`src/core/dos_pkg.sv`:
```
// Package: constants, register map and source bundle of the output source selector
package dos_pkg;

    // ------------------------------------------------------------
    // Widths
    // ------------------------------------------------------------
    localparam int ADDR_W = 6;
    localparam int DATA_W = 32;
    localparam int MODE_W = 8;
    localparam int WARN_W = 16;
    localparam int PLC_W = 4;
    localparam int FBUS_W = 5;
    localparam int NUM_OUT = 4;
    localparam int STATE_W = 5;

    // ------------------------------------------------------------
    // Output indices
    // ------------------------------------------------------------
    localparam int IDX_OUT1 = 0;
    localparam int IDX_RELAY = 1;
    localparam int IDX_BIDIR = 2;
    localparam int IDX_MFO = 3;
    localparam int IDX_FAULT = 4;

    // ------------------------------------------------------------
    // Register byte offsets
    // ------------------------------------------------------------
    localparam logic [ADDR_W-1:0] OFS_MODE_OUT1 = 6'h00;
    localparam logic [ADDR_W-1:0] OFS_MODE_RELAY = 6'h04;
    localparam logic [ADDR_W-1:0] OFS_MODE_BIDIR = 6'h08;
    localparam logic [ADDR_W-1:0] OFS_MODE_MFO = 6'h0C;
    localparam logic [ADDR_W-1:0] OFS_MASK_GEN = 6'h10;
    localparam logic [ADDR_W-1:0] OFS_MASK_APP = 6'h14;
    localparam logic [ADDR_W-1:0] OFS_FBUS_DOUT = 6'h18;
    localparam logic [ADDR_W-1:0] OFS_APP_WARN = 6'h1C;
    localparam logic [ADDR_W-1:0] OFS_GEN_WARN = 6'h20;
    localparam logic [ADDR_W-1:0] OFS_APP_SEEN = 6'h24;
    localparam logic [ADDR_W-1:0] OFS_OUT_STATE = 6'h28;

    // ------------------------------------------------------------
    // Reset values
    // ------------------------------------------------------------
    localparam logic [MODE_W-1:0] MODE_RST = 8'h00;
    localparam logic [WARN_W-1:0] MASK_RST = 16'h0000;
    localparam logic [FBUS_W-1:0] FBUS_RST = 5'h00;

    // ------------------------------------------------------------
    // Mode codes
    // ------------------------------------------------------------
    localparam logic [MODE_W-1:0] MODE_OFF = 8'h00;
    localparam logic [MODE_W-1:0] MODE_MOT_TEMP = 8'h13;
    localparam logic [MODE_W-1:0] MODE_GEN_MASK = 8'h19;
    localparam logic [MODE_W-1:0] MODE_APP_WARN = 8'h1A;
    localparam logic [MODE_W-1:0] MODE_APP_MASK = 8'h1B;
    localparam logic [MODE_W-1:0] MODE_ANY_WARN = 8'h1C;
    localparam logic [MODE_W-1:0] MODE_BOTH_MASK = 8'h1D;
    localparam logic [MODE_W-1:0] MODE_FLUX = 8'h1E;
    localparam logic [MODE_W-1:0] MODE_TRAVERSE = 8'h1F;
    localparam logic [MODE_W-1:0] MODE_BRAKE = 8'h29;
    localparam logic [MODE_W-1:0] MODE_EXT_FAN = 8'h2B;
    localparam logic [MODE_W-1:0] MODE_FAN_SVC = 8'h32;
    localparam logic [MODE_W-1:0] MODE_PLC_FIRST = 8'h50;
    localparam logic [MODE_W-1:0] MODE_PLC_LAST = 8'h53;
    localparam logic [MODE_W-1:0] MODE_FBUS_FIRST = 8'h5A;
    localparam logic [MODE_W-1:0] MODE_FBUS_LAST = 8'h5E;
    localparam logic [MODE_W-1:0] MODE_INV_FIRST = 8'h64;
    localparam logic [MODE_W-1:0] MODE_INV_LAST = 8'hC2;

    // ------------------------------------------------------------
    // Source bundle
    // ------------------------------------------------------------
    typedef struct packed {
        logic mot_temp_lim;
        logic gen_mask_res;
        logic app_warn_any;
        logic app_mask_res;
        logic gen_warn_any;
        logic flux_done;
        logic traverse_hs;
        logic brake_rel;
        logic ext_fan;
        logic fan_service;
        logic [PLC_W-1:0] plc;
        logic [FBUS_W-1:0] fbus;
    } dos_src_t;

endpackage

```
`src/core/dos_sync.sv`:
```
// Module: three-stage input synchroniser with agreement filter
module dos_sync #(
    parameter int W = 1
) (
    input wire logic clk,
    input wire logic rst,
    input wire logic ce,
    input wire logic [W-1:0] din,
    output logic [W-1:0] dout
);

    logic [W-1:0] s1_q, s2_q, s3_q, out_q;
    logic [W-1:0] s1_d, s2_d, s3_d, out_d;

    // ------------------------------------------------------------
    // Next state
    // ------------------------------------------------------------
    always_comb begin
        s1_d = din;
        s2_d = s1_q;
        s3_d = s2_q;
        out_d = out_q;
        // Stage one is never looked at here, only copied
        for (int i = 0; i < W; i++) begin
            if (s2_q[i] == s3_q[i]) begin
                out_d[i] = s3_q[i];
            end
        end
    end

    // ------------------------------------------------------------
    // Registers
    // ------------------------------------------------------------
    always_ff @(posedge clk) begin
        if (rst) begin
            s1_q <= '0;
            s2_q <= '0;
            s3_q <= '0;
            out_q <= '0;
        end else if (ce) begin
            s1_q <= s1_d;
            s2_q <= s2_d;
            s3_q <= s3_d;
            out_q <= out_d;
        end
    end

    assign dout = out_q;

endmodule // dos_sync

```
`src/core/dos_sel.sv`:
```
// Module: mode code decoder for one configurable output
module dos_sel (
    input wire logic [dos_pkg::MODE_W-1:0] mode,
    input wire dos_pkg::dos_src_t src,
    output logic level
);

    logic [dos_pkg::MODE_W-1:0] base;
    logic [dos_pkg::MODE_W-1:0] plc_ofs;
    logic [dos_pkg::MODE_W-1:0] fbus_ofs;
    logic inv;
    logic raw;

    always_comb begin
        base = mode;
        inv = 1'b0;
        if (mode >= dos_pkg::MODE_INV_FIRST && mode <= dos_pkg::MODE_INV_LAST) begin
            base = mode - dos_pkg::MODE_INV_FIRST;
            inv = 1'b1;
        end
        plc_ofs = base - dos_pkg::MODE_PLC_FIRST;
        fbus_ofs = base - dos_pkg::MODE_FBUS_FIRST;
        raw = 1'b0;
        case (base)
            dos_pkg::MODE_OFF: raw = 1'b0;
            dos_pkg::MODE_MOT_TEMP: raw = src.mot_temp_lim;
            dos_pkg::MODE_GEN_MASK: raw = src.gen_mask_res;
            dos_pkg::MODE_APP_WARN: raw = src.app_warn_any;
            dos_pkg::MODE_APP_MASK: raw = src.app_mask_res;
            dos_pkg::MODE_ANY_WARN: raw = src.gen_warn_any | src.app_warn_any;
            dos_pkg::MODE_BOTH_MASK: raw = src.gen_mask_res | src.app_mask_res;
            dos_pkg::MODE_FLUX: raw = src.flux_done;
            dos_pkg::MODE_TRAVERSE: raw = src.traverse_hs;
            dos_pkg::MODE_BRAKE: raw = src.brake_rel;
            dos_pkg::MODE_EXT_FAN: raw = src.ext_fan;
            dos_pkg::MODE_FAN_SVC: raw = src.fan_service;
            default: begin
                if (base >= dos_pkg::MODE_PLC_FIRST && base <= dos_pkg::MODE_PLC_LAST) begin
                    raw = src.plc[plc_ofs[1:0]];
                end else if (base >= dos_pkg::MODE_FBUS_FIRST && base <= dos_pkg::MODE_FBUS_LAST) begin
                    raw = src.fbus[fbus_ofs[2:0]];
                end else begin
                    // Unassigned base codes stay quiet unless inverted, where the level goes high
                    raw = 1'b0;
                end
            end
        endcase
        level = raw ^ inv;
    end

endmodule // dos_sel

```
`src/core/dos_top.sv`:
```
// Module: digital output source selector with Avalon-MM register slave
//
// Design decisions made here: the address map and the Avalon-MM slave port.
module dos_top (
    input wire logic CLK_SYS,
    input wire logic SYS_RST,
    input wire logic CE,
    input wire logic [dos_pkg::ADDR_W-1:0] AVS_ADDRESS,
    input wire logic AVS_READ,
    input wire logic AVS_WRITE,
    input wire logic [dos_pkg::DATA_W-1:0] AVS_WRITEDATA,
    input wire logic [3:0] AVS_BYTEENABLE,
    output logic [dos_pkg::DATA_W-1:0] AVS_READDATA,
    output logic AVS_WAITREQUEST,
    input wire logic [dos_pkg::WARN_W-1:0] WARN_GEN,
    input wire logic [dos_pkg::WARN_W-1:0] WARN_APP,
    input wire logic MOT_TEMP_LIMIT,
    input wire logic FLUX_DONE,
    input wire logic TRAVERSE_HANDSHAKE,
    input wire logic BRAKE_RELEASE,
    input wire logic FAN_TEMP_REACHED,
    input wire logic FAN_SERVICE_EXPIRED,
    input wire logic [dos_pkg::PLC_W-1:0] PLC_OUT_BUF,
    input wire logic COMM_FAULT,
    output logic DIGITAL_OUT_ONE,
    output logic RELAY_OUT_TWO,
    output logic BIDIR_OUT_THREE,
    output logic MULTIFUNCTION_OUT_ONE
);

    // ------------------------------------------------------------
    // Declarations
    // ------------------------------------------------------------
    logic [dos_pkg::MODE_W-1:0] mode_q [dos_pkg::NUM_OUT];
    logic [dos_pkg::MODE_W-1:0] mode_d [dos_pkg::NUM_OUT];
    logic [dos_pkg::WARN_W-1:0] mask_gen_q, mask_gen_d;
    logic [dos_pkg::WARN_W-1:0] mask_app_q, mask_app_d;
    logic [dos_pkg::WARN_W-1:0] app_seen_q, app_seen_d;
    logic [dos_pkg::FBUS_W-1:0] fbus_q, fbus_d;
    logic [dos_pkg::DATA_W-1:0] rdata_q, rdata_d;
    logic wreq_q, wreq_d;
    logic [dos_pkg::NUM_OUT-1:0] out_q, out_d;
    logic [dos_pkg::NUM_OUT-1:0] level;
    logic [dos_pkg::DATA_W-1:0] rd_word;
    logic [dos_pkg::ADDR_W-1:0] mode_ofs [dos_pkg::NUM_OUT];
    logic [dos_pkg::STATE_W-1:0] out_state;
    logic req;
    logic wr_go;
    logic rd_go;
    logic comm_fault_s;
    dos_pkg::dos_src_t src;

    assign mode_ofs[dos_pkg::IDX_OUT1] = dos_pkg::OFS_MODE_OUT1;
    assign mode_ofs[dos_pkg::IDX_RELAY] = dos_pkg::OFS_MODE_RELAY;
    assign mode_ofs[dos_pkg::IDX_BIDIR] = dos_pkg::OFS_MODE_BIDIR;
    assign mode_ofs[dos_pkg::IDX_MFO] = dos_pkg::OFS_MODE_MFO;

    // ------------------------------------------------------------
    // Fault input from the power section
    // ------------------------------------------------------------
    // Arrives from another board domain, so it is filtered
    dos_sync #(
        .W(1)
    ) u_fault_sync (
        .clk(CLK_SYS),
        .rst(SYS_RST),
        .ce(CE),
        .din(COMM_FAULT),
        .dout(comm_fault_s)
    );

    // ------------------------------------------------------------
    // Source bundle
    // ------------------------------------------------------------
    // Status inputs come from logic on this clock: no synchroniser
    always_comb begin
        src.mot_temp_lim = MOT_TEMP_LIMIT;
        src.gen_warn_any = |WARN_GEN;
        src.app_warn_any = |WARN_APP;
        src.gen_mask_res = |(WARN_GEN & mask_gen_q);
        src.app_mask_res = |(WARN_APP & mask_app_q);
        src.flux_done = FLUX_DONE;
        src.traverse_hs = TRAVERSE_HANDSHAKE;
        src.brake_rel = BRAKE_RELEASE;
        src.ext_fan = FAN_TEMP_REACHED;
        src.fan_service = FAN_SERVICE_EXPIRED;
        src.plc = PLC_OUT_BUF;
        src.fbus = fbus_q;
    end

    // ------------------------------------------------------------
    // Per-output decoders
    // ------------------------------------------------------------
    for (genvar g = 0; g < dos_pkg::NUM_OUT; g++) begin : g_sel
        dos_sel u_sel (
            .mode(mode_q[g]),
            .src(src),
            .level(level[g])
        );
    end

    // ------------------------------------------------------------
    // Output registers
    // ------------------------------------------------------------
    always_comb begin
        out_d = level;
        if (comm_fault_s) begin
            out_d[dos_pkg::IDX_RELAY] = 1'b0;
        end
    end

    always_ff @(posedge CLK_SYS) begin
        if (SYS_RST) begin
            out_q <= '0;
        end else if (CE) begin
            out_q <= out_d;
        end
    end

    assign DIGITAL_OUT_ONE = out_q[dos_pkg::IDX_OUT1];
    assign RELAY_OUT_TWO = out_q[dos_pkg::IDX_RELAY];
    assign BIDIR_OUT_THREE = out_q[dos_pkg::IDX_BIDIR];
    assign MULTIFUNCTION_OUT_ONE = out_q[dos_pkg::IDX_MFO];

    // ------------------------------------------------------------
    // Bus handshake
    // ------------------------------------------------------------
    // Waitrequest idles high; one low cycle completes each access
    assign req = AVS_READ | AVS_WRITE;
    assign wr_go = AVS_WRITE & ~wreq_q;
    assign rd_go = AVS_READ & wreq_q;
    assign out_state = {comm_fault_s, out_q};

    // ------------------------------------------------------------
    // Read multiplexer
    // ------------------------------------------------------------
    always_comb begin
        rd_word = '0;
        for (int i = 0; i < dos_pkg::NUM_OUT; i++) begin
            if (AVS_ADDRESS == mode_ofs[i]) begin
                rd_word[dos_pkg::MODE_W-1:0] = mode_q[i];
            end
        end
        case (AVS_ADDRESS)
            dos_pkg::OFS_MASK_GEN: rd_word[dos_pkg::WARN_W-1:0] = mask_gen_q;
            dos_pkg::OFS_MASK_APP: rd_word[dos_pkg::WARN_W-1:0] = mask_app_q;
            dos_pkg::OFS_FBUS_DOUT: rd_word[dos_pkg::FBUS_W-1:0] = fbus_q;
            dos_pkg::OFS_APP_WARN: rd_word[dos_pkg::WARN_W-1:0] = WARN_APP;
            dos_pkg::OFS_GEN_WARN: rd_word[dos_pkg::WARN_W-1:0] = WARN_GEN;
            dos_pkg::OFS_APP_SEEN: rd_word[dos_pkg::WARN_W-1:0] = app_seen_q;
            dos_pkg::OFS_OUT_STATE: rd_word[dos_pkg::STATE_W-1:0] = out_state;
            default: begin
                // Unmapped and mode offsets fall through here
                rd_word = rd_word;
            end
        endcase
    end

    // ------------------------------------------------------------
    // Register file next state
    // ------------------------------------------------------------
    always_comb begin
        mode_d = mode_q;
        mask_gen_d = mask_gen_q;
        mask_app_d = mask_app_q;
        fbus_d = fbus_q;
        rdata_d = rdata_q;
        wreq_d = ~(req & wreq_q);
        if (rd_go) begin
            rdata_d = rd_word;
        end
        // Writes land at the edge where waitrequest is seen low
        if (wr_go) begin
            for (int i = 0; i < dos_pkg::NUM_OUT; i++) begin
                if (AVS_ADDRESS == mode_ofs[i] && AVS_BYTEENABLE[0]) begin
                    mode_d[i] = AVS_WRITEDATA[dos_pkg::MODE_W-1:0];
                end
            end
            case (AVS_ADDRESS)
                dos_pkg::OFS_MASK_GEN: begin
                    if (AVS_BYTEENABLE[0]) begin
                        mask_gen_d[7:0] = AVS_WRITEDATA[7:0];
                    end
                    if (AVS_BYTEENABLE[1]) begin
                        mask_gen_d[15:8] = AVS_WRITEDATA[15:8];
                    end
                end
                dos_pkg::OFS_MASK_APP: begin
                    if (AVS_BYTEENABLE[0]) begin
                        mask_app_d[7:0] = AVS_WRITEDATA[7:0];
                    end
                    if (AVS_BYTEENABLE[1]) begin
                        mask_app_d[15:8] = AVS_WRITEDATA[15:8];
                    end
                end
                dos_pkg::OFS_FBUS_DOUT: begin
                    if (AVS_BYTEENABLE[0]) begin
                        fbus_d = AVS_WRITEDATA[dos_pkg::FBUS_W-1:0];
                    end
                end
                default: begin
                    // Read-only and unmapped offsets ignore writes
                    fbus_d = fbus_d;
                end
            endcase
        end
    end

    // ------------------------------------------------------------
    // Sticky application warning history
    // ------------------------------------------------------------
    // Write one to clear; a warning present in the same cycle stays set
    always_comb begin
        app_seen_d = app_seen_q;
        if (wr_go && AVS_ADDRESS == dos_pkg::OFS_APP_SEEN) begin
            if (AVS_BYTEENABLE[0]) begin
                app_seen_d[7:0] = app_seen_q[7:0] & ~AVS_WRITEDATA[7:0];
            end
            if (AVS_BYTEENABLE[1]) begin
                app_seen_d[15:8] = app_seen_q[15:8] & ~AVS_WRITEDATA[15:8];
            end
        end
        app_seen_d = app_seen_d | WARN_APP;
    end

    // ------------------------------------------------------------
    // Register file storage
    // ------------------------------------------------------------
    always_ff @(posedge CLK_SYS) begin
        if (SYS_RST) begin
            for (int i = 0; i < dos_pkg::NUM_OUT; i++) begin
                mode_q[i] <= dos_pkg::MODE_RST;
            end
            mask_gen_q <= dos_pkg::MASK_RST;
            mask_app_q <= dos_pkg::MASK_RST;
            app_seen_q <= dos_pkg::MASK_RST;
            fbus_q <= dos_pkg::FBUS_RST;
            rdata_q <= '0;
            wreq_q <= 1'b1;
        end else if (CE) begin
            mode_q <= mode_d;
            mask_gen_q <= mask_gen_d;
            mask_app_q <= mask_app_d;
            app_seen_q <= app_seen_d;
            fbus_q <= fbus_d;
            rdata_q <= rdata_d;
            wreq_q <= wreq_d;
        end
    end

    assign AVS_READDATA = rdata_q;
    assign AVS_WAITREQUEST = wreq_q;

endmodule // dos_top

```
`config.mk`:
```
export PLATFORM = sky130hd
export DESIGN_NAME = dos_top
export DESIGN_NICKNAME = d
export VERILOG_FILES = /design/src/core/dos_pkg.sv /design/src/core/dos_sync.sv /design/src/core/dos_sel.sv /design/src/core/dos_top.sv
export SDC_FILE = /design/constraint.sdc
export NUM_CORES = 1
export LEC_CHECK = 0
export BUFFER_PORTS_ARGS = -buffer_cell sky130_fd_sc_hd__clkbuf_2
export CAP_MARGIN = 20
export CORE_UTILIZATION = 47
export CTS_CLUSTER_DIAMETER = 60
export DETAILED_ROUTE_END_ITERATION = 10
export GPL_ROUTABILITY_DRIVEN = 0
export MAX_ROUTING_LAYER = met4
export PLACE_DENSITY = 0.75
export SYNTH_ARGS = -nofsm -noshare
export SYNTH_HDL_FRONTEND = slang
export SYNTH_SLANG_ARGS = --single-unit
```
`constraint.sdc`:
```
create_clock -name CLK_SYS -period 4.4 [get_ports CLK_SYS]
set_clock_uncertainty 0.05 [all_clocks]
set_input_delay 0 -clock CLK_SYS [delete_from_list [all_inputs] [get_ports CLK_SYS]]
set_output_delay 0 -clock CLK_SYS [all_outputs]
set_load 0.005 [all_outputs]
```
==> results of run 1 <==
what timing repair did:
action	CTS	global route
gates resized for setup	0	1
hold buffers	40	0
hold endpoints to repair	61	0
setup endpoints to repair	0	1
how the worst max path moves through the flow:
stage | from | to | slack, ns | cells past startpoint
after floorplan | mode_q[26] | out_q[0] | 0.87 | 18
after global placement | mode_q[26] | out_q[0] | 0.49 | 17
after detailed placement | mode_q[26] | out_q[0] | 0.43 | 17
after CTS | mode_q[26] | out_q[0] | 0.40 | 17
after global routing | mode_q[26] | out_q[0] | 0.13 | 17
final | mode_q[26] | out_q[0] | 0.46 | 17
area by class of cell:
class / instances / area share (%)
clock inverters: 5 / 0.447
multi-input cells: 815 / 57.8
flip-flops and latches: 110 / 23.9
clock buffers: 11 / 2.63
inverters: 32 / 1.30
well taps: 220 / 2.98
repair buffers: 152 / 11.0
synthesized netlist by cell type (all sizes together) (6+ instances only):
library cell	number	area share, %
inv	32	1.5
a21o	6	0.56
a221oi	25	2.7
dfxtp	110	27
nand3b	6	0.56
nor2	83	3.9
a21oi	92	5.7
and4	9	0.97
a22oi	48	4.5
nand2	113	5.2
buf	39	3.4
nand4	9	0.70
mux2	6	0.84
nor3	17	1.1
a22o	16	1.7
o211ai	14	1.5
a31oi	15	1.2
a222oi	8	0.99
mux2i	31	3.8
ha	21	3.2
or3	6	0.46
a211oi	6	0.62
nand2b	9	0.70
o21ai	40	2.5
nand3	74	4.7
o2111ai	8	1.1
nor2b	11	0.85
nor4	17	1.4
a32o	6	0.76
and2	6	0.46
a21boi	6	0.60
clkbuf	63	3.0
xnor2	10	1.3
metrics by stage:
stage	instance area (um2)	utilization [%]	setup slack, ns
finish	9230	55.3	0.458
global route	9230	55.3	0.134
CTS	9230	55.2	0.405
detailed placement	8540	51.1	0.428
global placement	8540	51.1	0.493
floorplan	8150	-	0.868
cell families (layout without fill, tap and decap cells):
group / Yosys count / count (layout)
muxes: 42 / 42
other: 1 / 16
adders and majority gates: 21 / 21
xor gates and xnor gates: 11 / 11
DFF: 110 / 110
buffers and inverters: 134 / 200
and+or+nand+nor: 387 / 387
AOI/OAI and AO/OA: 338 / 338
state kept, by name, indices dropped and copies added, names as in the netlist:
register,cells
mode_q,32
AVS_READDATA,16
app_seen_q,16
mask_app_q,16
mask_gen_q,16
fbus_q,5
out_q,4
AVS_WAITREQUEST,1
u_fault_sync.dout,1
u_fault_sync.s1_q,1
u_fault_sync.s2_q,1
u_fault_sync.s3_q,1
worst min-delay path, stage by stage:
cell	delay, ns
clkbuf_2	0.20
nand3_1	0.11
a21oi_1	0.06
power by group through the flow:
| stage | registers (uW) | clock network, uW | logic (uW) |
|---|---|---|---|
| after floorplan | 1050 | 0 | 94.4 |
| after CTS | 1030 | 793 | 209 |
| final | 1030 | 790 | 219 |
| after global routing | 1030 | 839 | 231 |
| after detailed placement | 1060 | 0 | 180 |
| after global placement | 1060 | 0 | 178 |
per-layer routing:
| metal | vias to the layer above | GRT usage [%] | share of wire [%] |
|---|---|---|---|
| li1 | 4041 | - | - |
| met1 | 4172 | 41.4 | 40 |
| met2 | 621 | 49.3 | 45 |
| met3 | 112 | 5.97 | 11 |
| met4 | 0 | 14.5 | 4.5 |
| met5 | - | - | 0 |
==> results.tsv, run 1 <==
metric	value	unit
cts_tree	built	
holdPathStages	3	
hold_viol_final	0	
worstPathArrival	4.16	ns
r2r-end	out_q[0]	
hpwl	19.3	mm
cts_inserted_buffers	9	
crit_chain	inv_1 -> ha_1 -> nor2b_1 -> a22oi_1 -> o21ai_1 -> a21oi_2 -> xnor2_1 -> ha_1 -> mux2_2 -> a22oi_1 -> nor2_1 -> a21oi_1 -> a211oi_1 -> o21ai_1 -> o211ai_1 -> xnor2_1 -> a211oi_1	
cp-start-kind	flip-flop	
fmax	0.254	GHz
clockPowerShare	38.7	%
clock_sinks	110	
synth-compound-area-share	30.2	%
min_from	AVS_WRITEDATA[5]	
placementRows	47	
pwr-share-comb	10.7	%
final_cell_mix	113 x nand2_1, 110 x dfxtp_1, 91 x a21oi_1, 91 x clkbuf_2, 83 x nor2_1	
drcViolationCount	0	
ys_async_sr_fraction	0	%
root_buffer	clkbuf_16	
grt_max_degree	97	
critPathTopFamily	compound AO/OA/AOI/OAI gates	
syn_inst	1044	
p_int	1510	uW
fin_crit	3.94	ns
drv_slew	0	
dieArea	17700	um2
routed_via_density	6.65	
status	completed	
layout.nets	1231	
seq_power_share	50.6	%
seq_area_frac_synth	27.2	%
worst-path-max-fanout	11	
fillers	1578	
syn_to_final_growth	14.1	%
switching_power	533	uW
timing.rr.start	mode_q[26]	
muxShareOfSynthArea	6.06	%
synth_top_family_by_area	compound AO/OA/AOI/OAI gates	
firstDrtPassIters	7	
die_w	133	um
power.density	221	nW/um2
post_cts_buffers	0	
post_drt_wl_per_cell	20.7	um
ios	127	
p_leak	0.00333	uW
finalSetupViolCount	0	
dpl.cell_count	1289	
totalWireLength	27.8	mm
track_usage	32.3	%
irDropWorstVdd	240	uV
regArea	2200	um2
start_util	48.4	%
rsz0062_at_grt	no	
whs	0.0160	ns
synth_area	8090	um2
synth-xor-area-share	1.42	%
grt_pass1_wl	43.9	mm
dr_total_vias	8946	
cp_slowest_cell	dfxtp_1	
maxCapViolations	0	
ys.warnings.count	0	
clock_latency	0.35	ns
tightest_slew	1.06	ns
syn-mean-instance-area	7.75	um2
synth_cell_types	93	
layout.cells.most_common	nand2_1	
hold_path_end	mode_q[29]	
fin_total_pwr	2040	uW
multi_input_area	5340	um2
r2r_cells	17	
port_buffers	92	
antenna_found_initial	0	
r2r_setup_slack	0.46	ns
synth_enable_flop_cells	0	
grt_pass1_vias	8192	
synth_seq_cells	110	
cts.htree.levels	3	
clk_path_buf_depth	2	
slowest_delay	0.54	ns
die_h	133	um
ant_nets	0	
synthSimpleGateAreaFrac	24.0	%
swShare	26.1	%
cp.required	4.61	ns
slew_headroom	28.5	%
synth_fa_ha_area_share	3.25	%
fin_cells	1345	
critical_path_buf_inv_count	1	
drtIter0Drc	1109	
min_path_type	in -> reg	
coreArea	16700	um2
clk_pin_slew	0.08	ns
critPathCaptureType	flip-flop	
drive_gt1_share	15.6	%
post-route-period-util	89.6	%
fin_tns_setup	0	ns
antennaDiodeCount	0	
overflow	0	
path_class	reg -> reg	
ys.flop_type	dfxtp_1	
Power figures use the tool's default switching activity.
==> inputs of run 2 (changes only) <==
--- a/config.mk
+++ b/config.mk
@@ -7,6 +7,7 @@
 export LEC_CHECK = 0
 export BUFFER_PORTS_ARGS = -buffer_cell sky130_fd_sc_hd__clkbuf_2
 export CAP_MARGIN = 20
+export CORE_MARGIN = 2
 export CORE_UTILIZATION = 47
 export CTS_CLUSTER_DIAMETER = 60
 export DETAILED_ROUTE_END_ITERATION = 10
==> run 2 against run 1 <==
Compared with the run above:
- flip-flop and latch count stayed put
- die area grew 3.0%
- sequential power hardly changed
- combinational power about the same
- non-clock buffer count is 2 higher
- routed wire length up 0.12%
- global-route usage fell by 1.4 points
- sequential share of layout area is 0.13 points lower
- utilization is 0.29 points higher
- count of clock-buffer cells in the layout shrank 1
- cell area increased by 0.53%
==> results.tsv, run 2 (synthesis gave the netlist of run 1 again) <==
metric	value	unit	change
path_class	reg -> reg		
holdPathStages	3		unchanged
crit_chain	inv_1 -> ha_1 -> nor2b_1 -> a22oi_1 -> o21ai_1 -> a21oi_2 -> xnor2_1 -> ha_1 -> mux2_2 -> a22oi_1 -> nor2_1 -> a21oi_1 -> a211oi_1 -> o21ai_1 -> o211ai_1 -> xnor2_1 -> a211oi_1		
rsz0062_at_grt	no		
layout.cells.most_common	nand2_1		
grt_pass1_vias	8061		-1.6%
drtIter0Drc	1081		-2.5%
cp.required	4.61	ns	about the same
hold_viol_final	0		unchanged
antennaDiodeCount	0		unchanged
track_usage	30.9	%	-1.4 points
die_w	135	um	+1.5%
critPathTopFamily	compound AO/OA/AOI/OAI gates		
placementRows	47		unchanged
irDropWorstVdd	207	uV	-14%
worst-path-max-fanout	11		unchanged
clock_sinks	110		unchanged
critPathCaptureType	flip-flop		
clk_path_buf_depth	2		unchanged
root_buffer	clkbuf_16		
start_util	48.4	%	unchanged
ios	127		unchanged
maxCapViolations	0		unchanged
dieArea	18300	um2	+3.0%
cp-start-kind	flip-flop		
slew_headroom	26.4	%	-2.1 points
fin_tns_setup	0	ns	unchanged
dr_wl_met3	3.09	mm	-2.9%
dr_total_vias	8765		-2.0%
grt_max_degree	97		unchanged
slowest_delay	0.55	ns	about the same
p_leak	0.00337	uW	+1.0%
routed_via_density	6.51		-2.2%
r2r-end	out_q[0]		
drv_slew	0		unchanged
die_h	135	um	+1.5%
layout.nets	1233		+0.16%
dp_slack	0.371	ns	-0.0572 ns
hpwl	19.3	mm	about the same
final_cell_mix	113 x nand2_1, 110 x dfxtp_1, 91 x a21oi_1, 91 x clkbuf_2, 83 x nor2_1		
drcViolationCount	0		unchanged
min_from	WARN_GEN[10]		
r2r_setup_slack	0.45	ns	about the same
antenna_found_initial	0		unchanged
crit_start	mode_q[26]		
fin_total_pwr	2120	uW	+3.9%
fin_crit	3.95	ns	+0.00693 ns
status	completed		
hold_path_end	AVS_READDATA[10]		
ant_nets	0		unchanged
post-route-period-util	89.7	%	+0.16 points
tightest_slew	1.10	ns	+0.0313 ns
syn_to_final_growth	14.7	%	
finalSetupViolCount	0		unchanged
grt_pass1_wl	43.4	mm	-1.2%
cts_tree	built		
cts_inserted_buffers	9		unchanged
port_buffers	92		unchanged
overflow	0		unchanged
post-route-cell-area	9280	um2	+0.53%
clk_pin_slew	0.07	ns	about the same
wl_met2	12.4	mm	+0.58%
firstDrtPassIters	6		-1
min_path_type	in -> reg		
fmax	0.253	GHz	-0.18%
maxUsedRoutingLayer	met4		
worstPathArrival	4.16	ns	about the same
coreArea	16700	um2	unchanged
cts.htree.levels	3		unchanged
timing.rr.start	mode_q[26]		
largest_register_ffs	32		unchanged
critical_path_buf_inv_count	1		unchanged
met1_length	11.1	mm	+1.3%
cp_slowest_cell	dfxtp_1		
totalWireLength	27.8	mm	+0.12%
clock_latency	0.35	ns	about the same
place_area	8550	um2	about the same
power.density	229	nW/um2	+3.3%
worst_slack	0.451	ns	-0.00693 ns
post_drt_wl_per_cell	20.7	um	about the same
r2r_cells	17		unchanged
drive_gt1_share	15.8	%	+0.15 points
regMostFlops	mode_q		
[run 2: final cells by class]
| cell class | instances | area (um2) |
|---|---|---|
| fillers | 1594 | 7420 |
| multi-input cells | 815 | 5340 |
| flip-flops and latches | 110 | 2200 |
| repair buffers | 154 | 1030 |
| well taps | 220 | 275 |
| clock buffers | 10 | 239 |
| inverters | 32 | 120 |
| clock inverters | 6 | 76.3 |
[run 2: report_power, final]
part | internal (uW) | total, uW | switching, uW
registers | 1020 | 1030 | 16.9
clock network | 468 | 868 | 400
logic | 87.3 | 219 | 132
[run 2: tightest hold or removal path, delay by kind of cell]
kind                   cells  cell delay, ns
AO/OA/AOI/OAI              2            0.25
buffers and inverters      1            0.12
[run 2: metal layers]
layer  vias to the layer above  GRT usage [%]
met5                         -              -
met4                         0           13.5
met3                        93           5.27
met2                       571           47.8
met1                      4056           39.8
li1                       4045              -
[run 2: how the worst max path moves through the flow]
stage	to	slack [ns]	cells past startpoint
2_1_floorplan	out_q[0]	0.87	18
3_3_place_gp	out_q[0]	0.50	17
3_5_place_dp	out_q[0]	0.37	17
4_1_cts	out_q[0]	0.35	17
5_1_grt	out_q[0]	0.14	17
6_report	out_q[0]	0.45	17
[run 2: metrics by stage]
step / utilization, % / hold WS [ns] / std cells
6_report: 55.6 / 0.0212 / 1347
5_1_grt: 55.6 / 0.0135 / 1347
4_1_cts: 55.5 / 0.000753 / 1347
3_5_place_dp: 51.2 / 0.193 / 1290
3_3_place_gp: 51.2 / 0.188 / 1290
2_1_floorplan: - / 0.0939 / 1059
[run 2: timing repair]
item,CTS,global route
buffers inserted,0,0
endpoints found under the hold margin,62,0
hold buffers,41,0
endpoints found under the setup margin,0,1
gates resized for setup,0,1
